===== src/pkg/icr_pkg.sv =====
// Purpose : constants and carriers for the two-wire master config registers
// Assumes : 32-bit apb, one aligned word per register, pclk at 50 MHz
// Notes   : offsets are byte addresses
//
// Overview of operation
// - direction bit: 0 transmit, 1 receive
// - width select: 0 seven-bit, 1 ten-bit address
// - mode bit 2 pulses a queue flush
// - mode bit 3 restores settings registers
// - mode bit 4 pulses bus engine reset
// - go bit starts transfer, self-clears when done
// - go write ignored while transfer runs
// - divider bits 7:0, reset 0xF4
// - scl rate is clock over 27 plus divider
// - hold count bits 4:0, reset 0x09
// - zero hold count still gives 300 ns below fast-mode plus; in fast-mode plus it gives zero hold
// - target address bits 9:0, reset 0x2A
// - receive trigger bits 10:8, reset 0x7
// - transmit trigger bits 2:0, reset 0x1
// - request when level equals active trigger
// - transmit trigger used only during transfer
// - frame byte total bits 9:0, reset 0
// - configuration read-only while transfer runs
package icr_pkg;

  // register byte offsets
  localparam logic [7:0] OFS_MODE   = 8'h00;
  localparam logic [7:0] OFS_DIV    = 8'h04;
  localparam logic [7:0] OFS_HOLD   = 8'h08;
  localparam logic [7:0] OFS_TADDR  = 8'h0C;
  localparam logic [7:0] OFS_TRIG   = 8'h10;
  localparam logic [7:0] OFS_FRAME  = 8'h14;
  localparam logic [7:0] OFS_CTRL   = 8'h20;

  // mode, control and trigger register fields
  localparam int MODE_DIR_BIT     = 0;
  localparam int MODE_AW_BIT      = 1;
  localparam int MODE_FLUSH_BIT   = 2;
  localparam int MODE_RESTORE_BIT = 3;
  localparam int MODE_ERST_BIT    = 4;
  localparam int CTRL_GO_BIT      = 0;
  localparam int TRIG_RX_LSB      = 8;
  localparam int TRIG_TX_LSB      = 0;

  // reset values
  localparam logic [7:0] DIV_RST   = 8'hF4;
  localparam logic [4:0] HOLD_RST  = 5'h09;
  localparam logic [9:0] TADDR_RST = 10'h02A;
  localparam logic [2:0] RXTRG_RST = 3'h7;
  localparam logic [2:0] TXTRG_RST = 3'h1;
  localparam logic [9:0] FRAME_RST = 10'h000;

  // scl rate: base added to divider; above 400 kHz when divider below this
  localparam int         SCL_BASE      = 27;
  localparam logic [7:0] FMP_DIV_LIMIT = 8'h29;

  // least sda hold, rounded up to whole clock cycles
  localparam int CLK_PERIOD_NS = 20;
  localparam int HOLD_MIN_NS   = 300;
  localparam int HOLD_MIN_CYC_I =
    (HOLD_MIN_NS + CLK_PERIOD_NS - 1) / CLK_PERIOD_NS;
  localparam logic [4:0] HOLD_MIN_CYC = HOLD_MIN_CYC_I[4:0];

  // settings seen by the bus engine
  typedef struct packed {
    logic       direction;
    logic       target_addr_width_sel;
    logic [7:0] scl_divider;
    logic [4:0] data_hold_count;
    logic [9:0] target_address;
    logic [2:0] rx_level_trigger;
    logic [2:0] tx_level_trigger;
    logic [9:0] frame_byte_total;
  } icr_cfg_t;

  // one-cycle commands to the bus engine
  typedef struct packed {
    logic queue_flush;
    logic engine_reset;
    logic xfer_start;
  } icr_cmd_t;

endpackage


===== src/verilog/icr_config_regs.sv =====
// Purpose : apb register set steering a two-wire bus master engine
// Assumes : engine reports completion with a one-cycle done pulse
// Notes   : every apb access takes one wait state
`timescale 1ns/1ns
module icr_config_regs #(
  parameter int SCL_BASE  = icr_pkg::SCL_BASE,
  parameter int LEVEL_W   = 4
) (
  input  wire logic             pclk,
  input  wire logic             presetn,
  input  wire logic             psel,
  input  wire logic             penable,
  input  wire logic             pwrite,
  input  wire logic [7:0]       paddr,
  input  wire logic [31:0]      pwdata,
  output logic [31:0]           prdata,
  output logic                  pready,
  output logic                  pslverr,
  input  wire logic             engine_done,
  input  wire logic [LEVEL_W-1:0] fifo_level,
  output icr_pkg::icr_cfg_t     cfg,
  output icr_pkg::icr_cmd_t     cmd,
  output logic                  xfer_busy,
  output logic                  fast_plus,
  output logic [4:0]            sda_hold_cycles,
  output logic                  scl_tick,
  output logic                  fifo_level_irq
);

  // refuse settings the logic cannot serve
  if (SCL_BASE < 1 || SCL_BASE > 255) begin : g_chk_base
    $error("SCL_BASE must lie in 1..255");
  end
  if (LEVEL_W < 3 || LEVEL_W > 8) begin : g_chk_lvl
    $error("LEVEL_W must lie in 3..8");
  end

  //////////////////////////////////////////////////////////////////////////
  // apb slave
  logic        pready_q;
  logic        pslverr_q;
  logic [31:0] prdata_q;
  logic        busy_q;
  logic        access;
  logic        wr_en;
  logic        known;

  // decode a mapped word address; used by the error path, whose flag also blocks writes
  function automatic logic is_mapped(input logic [7:0] a);
    is_mapped = (a == icr_pkg::OFS_MODE)  || (a == icr_pkg::OFS_DIV)  ||
                (a == icr_pkg::OFS_HOLD)  || (a == icr_pkg::OFS_TADDR) ||
                (a == icr_pkg::OFS_TRIG)  || (a == icr_pkg::OFS_FRAME) ||
                (a == icr_pkg::OFS_CTRL);
  endfunction

  // settings writes, open only while idle
  function automatic logic cfg_wr(input logic       en,
                                  input logic       busy,
                                  input logic [7:0] a,
                                  input logic [7:0] want);
    cfg_wr = en && !busy && (a == want);
  endfunction

  // first access cycle prepares data, second one answers
  assign access = psel && penable && !pready_q;
  assign wr_en  = psel && penable && pready_q && pwrite && !pslverr_q;
  assign known  = is_mapped(paddr);
  assign pready  = pready_q;
  assign pslverr = pslverr_q;
  assign prdata  = prdata_q;

  // wait-state flag; clears after the answering edge
  // pready_q itself blocks a second answer in the very next cycle
  always_ff @(posedge pclk or negedge presetn) begin
    if (!presetn) begin
      pready_q  <= 1'b0;
      pslverr_q <= 1'b0;
    end else begin
      pready_q  <= access;
      pslverr_q <= access && !known;
    end
  end

  //////////////////////////////////////////////////////////////////////////
  // settings registers
  logic       dir_q;
  logic       aw_q;
  logic [7:0] div_q;
  logic [4:0] hold_q;
  logic [9:0] taddr_q;
  logic [2:0] rxtrg_q;
  logic [2:0] txtrg_q;
  logic [9:0] frame_q;
  logic       restore;
  logic       wr_mode;

  // restore shares the idle lock, so a restore never lands mid-transfer
  // lock while busy
  assign wr_mode = cfg_wr(wr_en, busy_q, paddr, icr_pkg::OFS_MODE);
  assign restore = wr_mode && pwdata[icr_pkg::MODE_RESTORE_BIT];

  always_ff @(posedge pclk or negedge presetn) begin
    if (!presetn) begin
      dir_q <= 1'b0;
      aw_q  <= 1'b0;
    end else if (wr_mode) begin
      dir_q <= pwdata[icr_pkg::MODE_DIR_BIT];
      aw_q  <= pwdata[icr_pkg::MODE_AW_BIT];
    end
  end

  // divider; restore wins over a simultaneous field write
  always_ff @(posedge pclk or negedge presetn) begin
    if (!presetn) begin
      div_q <= icr_pkg::DIV_RST;
    end else if (restore) begin
      div_q <= icr_pkg::DIV_RST;
    end else if (cfg_wr(wr_en, busy_q, paddr, icr_pkg::OFS_DIV)) begin
      div_q <= pwdata[7:0];
    end
  end

  always_ff @(posedge pclk or negedge presetn) begin
    if (!presetn) begin
      hold_q <= icr_pkg::HOLD_RST;
    end else if (restore) begin
      hold_q <= icr_pkg::HOLD_RST;
    end else if (cfg_wr(wr_en, busy_q, paddr, icr_pkg::OFS_HOLD)) begin
      hold_q <= pwdata[4:0];
    end
  end

  always_ff @(posedge pclk or negedge presetn) begin
    if (!presetn) begin
      taddr_q <= icr_pkg::TADDR_RST;
    end else if (restore) begin
      taddr_q <= icr_pkg::TADDR_RST;
    end else if (cfg_wr(wr_en, busy_q, paddr, icr_pkg::OFS_TADDR)) begin
      taddr_q <= pwdata[9:0];
    end
  end

  always_ff @(posedge pclk or negedge presetn) begin
    if (!presetn) begin
      rxtrg_q <= icr_pkg::RXTRG_RST;
      txtrg_q <= icr_pkg::TXTRG_RST;
    end else if (restore) begin
      rxtrg_q <= icr_pkg::RXTRG_RST;
      txtrg_q <= icr_pkg::TXTRG_RST;
    end else if (cfg_wr(wr_en, busy_q, paddr, icr_pkg::OFS_TRIG)) begin
      rxtrg_q <= pwdata[icr_pkg::TRIG_RX_LSB +: 3];
      txtrg_q <= pwdata[icr_pkg::TRIG_TX_LSB +: 3];
    end
  end

  always_ff @(posedge pclk or negedge presetn) begin
    if (!presetn) begin
      frame_q <= icr_pkg::FRAME_RST;
    end else if (restore) begin
      frame_q <= icr_pkg::FRAME_RST;
    end else if (cfg_wr(wr_en, busy_q, paddr, icr_pkg::OFS_FRAME)) begin
      frame_q <= pwdata[9:0];
    end
  end

  assign cfg = '{direction:             dir_q,
                 target_addr_width_sel: aw_q,
                 scl_divider:           div_q,
                 data_hold_count:       hold_q,
                 target_address:        taddr_q,
                 rx_level_trigger:      rxtrg_q,
                 tx_level_trigger:      txtrg_q,
                 frame_byte_total:      frame_q};

  //////////////////////////////////////////////////////////////////////////
  // go bit and engine commands
  logic flush_q;
  logic erst_q;
  logic start_q;
  logic go_wr;

  assign go_wr = wr_en && (paddr == icr_pkg::OFS_CTRL) &&
                 pwdata[icr_pkg::CTRL_GO_BIT];

  // go sets busy, done or engine reset clears it
  // a go while busy neither restarts nor disturbs
  // trade-off: mode is locked while busy, so no engine reset mid-transfer
  always_ff @(posedge pclk or negedge presetn) begin
    if (!presetn) begin
      busy_q <= 1'b0;
    end else if (erst_q || (busy_q && engine_done)) begin
      busy_q <= 1'b0;
    end else if (go_wr && !busy_q) begin
      busy_q <= 1'b1;
    end
  end

  always_ff @(posedge pclk or negedge presetn) begin
    if (!presetn) begin
      flush_q <= 1'b0;
      erst_q  <= 1'b0;
      start_q <= 1'b0;
    end else begin
      flush_q <= wr_mode && pwdata[icr_pkg::MODE_FLUSH_BIT];
      erst_q  <= wr_mode && pwdata[icr_pkg::MODE_ERST_BIT];
      start_q <= go_wr && !busy_q;
    end
  end

  assign cmd = '{queue_flush:  flush_q,
                 engine_reset: erst_q,
                 xfer_start:   start_q};
  assign xfer_busy = busy_q;

  //////////////////////////////////////////////////////////////////////////
  // readback
  // pulse and reserved bits read as zero
  always_ff @(posedge pclk or negedge presetn) begin
    if (!presetn) begin
      prdata_q <= 32'h0000_0000;
    end else if (access) begin
      prdata_q <= 32'h0000_0000;
      unique case (paddr)
        icr_pkg::OFS_MODE: begin
          prdata_q[icr_pkg::MODE_DIR_BIT] <= dir_q;
          prdata_q[icr_pkg::MODE_AW_BIT]  <= aw_q;
        end
        icr_pkg::OFS_DIV:   prdata_q[7:0] <= div_q;
        icr_pkg::OFS_HOLD:  prdata_q[4:0] <= hold_q;
        icr_pkg::OFS_TADDR: prdata_q[9:0] <= taddr_q;
        icr_pkg::OFS_TRIG: begin
          prdata_q[icr_pkg::TRIG_RX_LSB +: 3] <= rxtrg_q;
          prdata_q[icr_pkg::TRIG_TX_LSB +: 3] <= txtrg_q;
        end
        icr_pkg::OFS_FRAME: prdata_q[9:0] <= frame_q;
        icr_pkg::OFS_CTRL:  prdata_q[icr_pkg::CTRL_GO_BIT] <= busy_q;
        default:            prdata_q <= 32'h0000_0000;
      endcase
    end
  end

  //////////////////////////////////////////////////////////////////////////
  // scl rate enable and effective hold
  localparam logic [8:0] BASE9 = 9'(SCL_BASE);
  logic [8:0] scl_cnt_q;
  logic [8:0] scl_last;
  logic       scl_tick_q;
  logic       fmp_q;
  logic [4:0] hold_eff_q;

  // one tick every base plus divider cycles
  assign scl_last = BASE9 + {1'b0, div_q} - 9'd1;

  // counter only runs during a transfer so the phase starts fresh
  // the divider cannot move mid-transfer, so the spacing stays even
  always_ff @(posedge pclk or negedge presetn) begin
    if (!presetn) begin
      scl_cnt_q  <= 9'd0;
      scl_tick_q <= 1'b0;
    end else if (!busy_q) begin
      scl_cnt_q  <= 9'd0;
      scl_tick_q <= 1'b0;
    end else begin
      scl_tick_q <= (scl_cnt_q == scl_last);
      scl_cnt_q  <= (scl_cnt_q == scl_last) ? 9'd0 : scl_cnt_q + 9'd1;
    end
  end

  // divider below the limit means fast-mode plus
  // zero count in slower modes falls back to 300 ns
  always_ff @(posedge pclk or negedge presetn) begin
    if (!presetn) begin
      fmp_q      <= 1'b0;
      hold_eff_q <= icr_pkg::HOLD_RST;
    end else begin
      fmp_q      <= (div_q < icr_pkg::FMP_DIV_LIMIT);
      hold_eff_q <= (hold_q == 5'd0 && !(div_q < icr_pkg::FMP_DIV_LIMIT))
                    ? icr_pkg::HOLD_MIN_CYC : hold_q;
    end
  end

  assign scl_tick        = scl_tick_q;
  assign fast_plus       = fmp_q;
  assign sda_hold_cycles = hold_eff_q;

  //////////////////////////////////////////////////////////////////////////
  // fifo level request
  logic irq_q;

  // level equals trigger of the active direction
  // transmit trigger ignored while idle
  // receive compare runs while idle too, so software can poll it
  always_ff @(posedge pclk or negedge presetn) begin
    if (!presetn) begin
      irq_q <= 1'b0;
    end else if (dir_q) begin
      irq_q <= (fifo_level == LEVEL_W'(rxtrg_q));
    end else begin
      irq_q <= busy_q && (fifo_level == LEVEL_W'(txtrg_q));
    end
  end

  assign fifo_level_irq = irq_q;

  //////////////////////////////////////////////////////////////////////////
  // checks
  // pulse checks rely on two answers never landing in adjacent cycles
  go_clear_a: assert property (@(posedge pclk) disable iff (!presetn)
    busy_q && engine_done |=> !busy_q && !start_q)
    else $error("go bit not cleared after done");

  go_ignore_a: assert property (@(posedge pclk) disable iff (!presetn)
    busy_q && go_wr && !engine_done && !erst_q |=> busy_q && !start_q)
    else $error("go write disturbed a running transfer");

  cfg_lock_a: assert property (@(posedge pclk) disable iff (!presetn)
    busy_q && wr_en && (paddr != icr_pkg::OFS_CTRL) |=> $stable(cfg))
    else $error("settings changed while busy");

  restore_val_a: assert property (@(posedge pclk) disable iff (!presetn)
    restore |=> div_q == icr_pkg::DIV_RST && hold_q == icr_pkg::HOLD_RST &&
    taddr_q == icr_pkg::TADDR_RST && frame_q == icr_pkg::FRAME_RST &&
    rxtrg_q == icr_pkg::RXTRG_RST && txtrg_q == icr_pkg::TXTRG_RST)
    else $error("restore did not load defaults");

  pulse_once_a: assert property (@(posedge pclk) disable iff (!presetn)
    flush_q || erst_q || start_q |=> !flush_q && !erst_q && !start_q)
    else $error("command pulse longer than one cycle");

  flush_cause_a: assert property (@(posedge pclk) disable iff (!presetn)
    wr_mode && pwdata[icr_pkg::MODE_FLUSH_BIT] |=> flush_q ##1 !flush_q ||
    $past(wr_mode))
    else $error("flush bit gave no single pulse");

  hold_min_a: assert property (@(posedge pclk) disable iff (!presetn)
    hold_q == 5'd0 && div_q >= icr_pkg::FMP_DIV_LIMIT && $stable(hold_q) &&
    $stable(div_q) |=> hold_eff_q == icr_pkg::HOLD_MIN_CYC)
    else $error("zero hold count did not give minimum hold");

  tx_idle_a: assert property (@(posedge pclk) disable iff (!presetn)
    !dir_q && !busy_q |=> !irq_q || $past(busy_q) == 1'b1 || $past(dir_q))
    else $error("transmit trigger used while idle");

  scl_gap_a: assert property (@(posedge pclk) disable iff (!presetn)
    scl_tick_q && busy_q && $stable(div_q) |-> scl_cnt_q == 9'd0)
    else $error("scl tick spacing wrong");

  rsv_zero_a: assert property (@(posedge pclk) disable iff (!presetn)
    pready_q && paddr == icr_pkg::OFS_DIV |-> prdata_q[31:8] == 24'h00_0000)
    else $error("reserved bits read nonzero");

  erst_pulse_a: assert property (@(posedge pclk) disable iff (!presetn)
    wr_mode && pwdata[icr_pkg::MODE_ERST_BIT] |=> erst_q && !busy_q)
    else $error("engine reset bit gave no pulse");

  go_start_a: assert property (@(posedge pclk) disable iff (!presetn)
    go_wr && !busy_q && !erst_q |=> busy_q && start_q)
    else $error("go write did not start a transfer");

  rx_level_a: assert property (@(posedge pclk) disable iff (!presetn)
    dir_q && fifo_level == LEVEL_W'(rxtrg_q) |=> irq_q)
    else $error("receive level request missing");

  tx_level_a: assert property (@(posedge pclk) disable iff (!presetn)
    !dir_q && busy_q && fifo_level == LEVEL_W'(txtrg_q) |=> irq_q)
    else $error("transmit level request missing");

endmodule


===== config.mk =====
export PLATFORM = sky130hd
export DESIGN_NAME = icr_config_regs
export DESIGN_NICKNAME = d
export VERILOG_FILES = /design/src/pkg/icr_pkg.sv /design/src/verilog/icr_config_regs.sv
export SDC_FILE = /design/constraint.sdc
export NUM_CORES = 1
export LEC_CHECK = 0
export BUFFER_PORTS_ARGS = -buffer_cell sky130_fd_sc_hd__buf_2
export CORE_MARGIN = 2
export CORE_UTILIZATION = 23
export DETAILED_ROUTE_END_ITERATION = 8
export PLACE_DENSITY = 0.41
export SYNTH_ARGS = -nofsm -noshare
export SYNTH_HDL_FRONTEND = slang
export SYNTH_SLANG_ARGS = --single-unit

===== constraint.sdc =====
create_clock -name pclk -period 1.91 [get_ports pclk]
set_input_delay 0.382 -clock pclk [delete_from_list [all_inputs] [get_ports pclk]]
set_output_delay 0.382 -clock pclk [all_outputs]
set_load 0.02 [all_outputs]

==> impl_metrics.toml <==
[outcome]
status = "complete, no violations"

[global_route]
grtUsageMet3 = 0.0272
grt_antenna_before_repair = 0
use_met1 = 0.195
grt_pass1_wl_mm = 19.8
use_met2 = 0.220
grt_max_degree = 76
grt.busiest_layer = "met2"
track_usage = 0.143
grt_pass1_vias = 3427
grt.overflow.total = 0

[setup_path]
worstPathRequired_ns = 2.14
critical_path_buf_inv_count = 2
critPathCaptureType = "register"
crit_chain = "buf_4 > a211o_4 > nand4_1 > xnor2_2 > nor4_4 > buf_6 > a21oi_1"
cpLargestDelayFamily = "flip-flops"
crit_fanout = 9
cp.arrival_ns = 2.12
start_kind = "register"
slowest_delay_ns = 0.45
slowest_stage = "dfrtp_2"
critical_path_class = "reg -> reg"

[clocking]
tritoncts = "yes"
cts_setup_buffers = 0
cts_root_buf = "clkbuf_16"
clock_path_buffers = 2
cts_buffers = 9
htreeDepth = 3
holdBufCountCts = 0
clk_pin_slew_ns = 0.06
clk_latency_ns = 0.35
cts_num_sinks = 75

[power_and_ir_drop]
ir_drop_v = 0.000408
power.density_nw_per_um2 = 700
power.total_mw = 3.77
leakage_nw = 2.81

[timing]
hold_violations = 0
fin_setup_tns_ns = 0
rsz0062_at_grt = "true"
min_period_ns = 1.90
slew_violations = 0
fmax_ghz = 0.527
fin_skew_ns = 0.00638
period_share = 0.993
post-route-worst-setup-slack_ns = 0.0136
setup_viol = 0

[final_layout]
fin_util = 0.310
nFillCells = 1852
nets = 572
n_antenna_cell = 0
drive_gt1_frac = 0.402
syn_to_final_growth_pct = 31.1

[floorplanning]
num_rows = 48
fp.dieH_um = 138
coreArea_um2 = 17400
io_pins = 137
dieArea_um2 = 18900
start_util = 0.237
fp.dieW_um = 138

[placed_design]
dp_hpwl_mm = 9.42
pre_cts_slack_ns = -0.0392
place_congestion = 0.801
port_buffers = 94

[synth]
yosysTopAreaCell = "dfrtp_1"
synth_cell_types = 59
ys_top_cells_by_area = "dfrtp_1 36%, mux2i_1 12%, dfstp_2 10%"
syn_area_per_cell_um2 = 10.5
ys_seq_elements = 75
synth_warnings = 0
yosysSeqAreaShare = 0.462
netlist_area_um2 = 4110
synthCells = 392
netlist.area_leader.share = 0.359
synth-edff-count = 0
ys.flop_type = "dfrtp_1"
synthArstFlopShare = 1.00

[min_path]
worstHoldPathType = "in -> async"

[detailed_routing]
drc = 0
wl_per_cell_um = 16.8
first_iter_violations = 128
dr_total_vias = 3280
antenna_left = 0
via_per_inst = 4.37
wl_mm = 12.6
dr.pass1.iters = 4

[flow_run]
maxCapViolations = 0
==> metal layers <==
layer  part of all wire  up-vias
li1                   -     1569
met3              0.055       12
met5                  0        -
met2               0.46       92
met1               0.47     1607
met4              0.018        0
==> registers in the layout (all words and copies together), names as in the netlist, 3 cells and up <==
name and flops:
div_q 8, frame_q 10, hold_q 5, prdata 11, rxtrg_q 3, scl_cnt_q 9
sda_hold_cycles 5, taddr_q 10, txtrg_q 3
==> layout by cell type (no fill, tap or decap), types with 2 or more instances in the layout <==
master,Yosys,final
a211oi_1,2,2
a21oi_1,16,16
a22o_1,5,5
a31oi_1,2,2
and2_1,3,3
and3_1,2,2
and3_2,3,3
and4_1,2,2
buf_12,1,3
buf_2,5,93
buf_4,30,47
bufinv_16,0,2
clkbuf_16,0,9
clkbuf_8,0,2
conb_1,1,21
dfrtp_1,59,58
dfstp_2,16,16
inv_1,6,6
mux2_2,5,5
mux2i_1,48,48
nand2_1,42,42
nand3_1,5,5
nand4_1,5,5
nor2_1,28,28
nor2_2,7,7
nor2b_1,4,4
nor3_1,7,6
nor4_4,3,3
o211ai_1,2,2
o21ai_0,15,15
or2_2,5,5
or4_1,3,3
xnor2_1,17,16
xor2_1,5,5
==> power breakdown <==
group	leakage (nW)	switching (mW)	internal (mW)
Sequential	0.979	0.00751	1.60
Clock	0.159	0.695	1.21
Combinational	1.67	0.172	0.0802
Total	2.81	0.875	2.90
==> final cells by class <==
class	instances	area (um^2)	area share
repair buffers	144	890	0.165
flip-flops and latches	75	1900	0.353
inverters	6	22.5	0.00418
clock inverters	4	72.6	0.0135
well taps	225	282	0.0523
multi-input cells	284	1960	0.365
clock buffers	12	256	0.0476
==> synthesized netlist by cell type (all sizes together), types with 2 or more instances <==
cell type	count
clkbuf	7
or4	3
inv	6
nor2b	4
and3	5
a211o	2
dfrtp	59
or2	5
nand4	6
o21ai	16
dfstp	16
xnor2	17
buf	40
and4	3
mux2i	48
a211oi	2
nor3	7
nor2	35
a31oi	2
a21oi	16
nand2	42
a22o	5
and2	4
o211ai	2
ha	2
mux2	5
xor2	5
nand3	6
nor4	4
==> stage by stage <==
step	instance area, um^2	hold WS [ns]	cells
global placement	5030	0.440	734
floorplan	4200	0.0864	412
CTS	5380	0.0698	750
finish	5380	0.0314	750
global route	5380	0.0692	750
detailed placement	5030	0.449	734
==> path summary, 6_finish.rpt <==
path / startpoint / end / slack, ns / cells past startpoint
hold reg to reg: prdata[8] / prdata[8] / 0.48 / 2
min in group pclk: fifo_level[3] / fifo_level_irq / 0.17 / 2
setup / recovery: div_q[1] / scl_cnt_q[4] / 0.01 / 7
max in group asynchronous: presetn / sda_hold_cycles[3] / 1.47 / 2
setup reg to reg: div_q[1] / scl_cnt_q[4] / 0.01 / 7
hold / removal: presetn / taddr_q[7] / 0.03 / 2
==> repair_timing <==
item | 4_1_cts | 5_1_grt
gates resized for setup | 3 | 1
setup endpoints to repair | 9 | 12
pin swaps | 1 | 1
==> cells by family after synthesis <==
kind of cell,after synthesis,synth area share
XOR/XNOR,22,0.0469
adder cells (fa/ha/maj),2,0.00609
AO/OA/AOI/OAI,54,0.0850
multiplexers,54,0.136
flip-flops,75,0.462
AND/OR/NAND/NOR,131,0.176
other,1,0.000913
buffers and inverters,53,0.0868
Power figures use the tool's default switching activity.
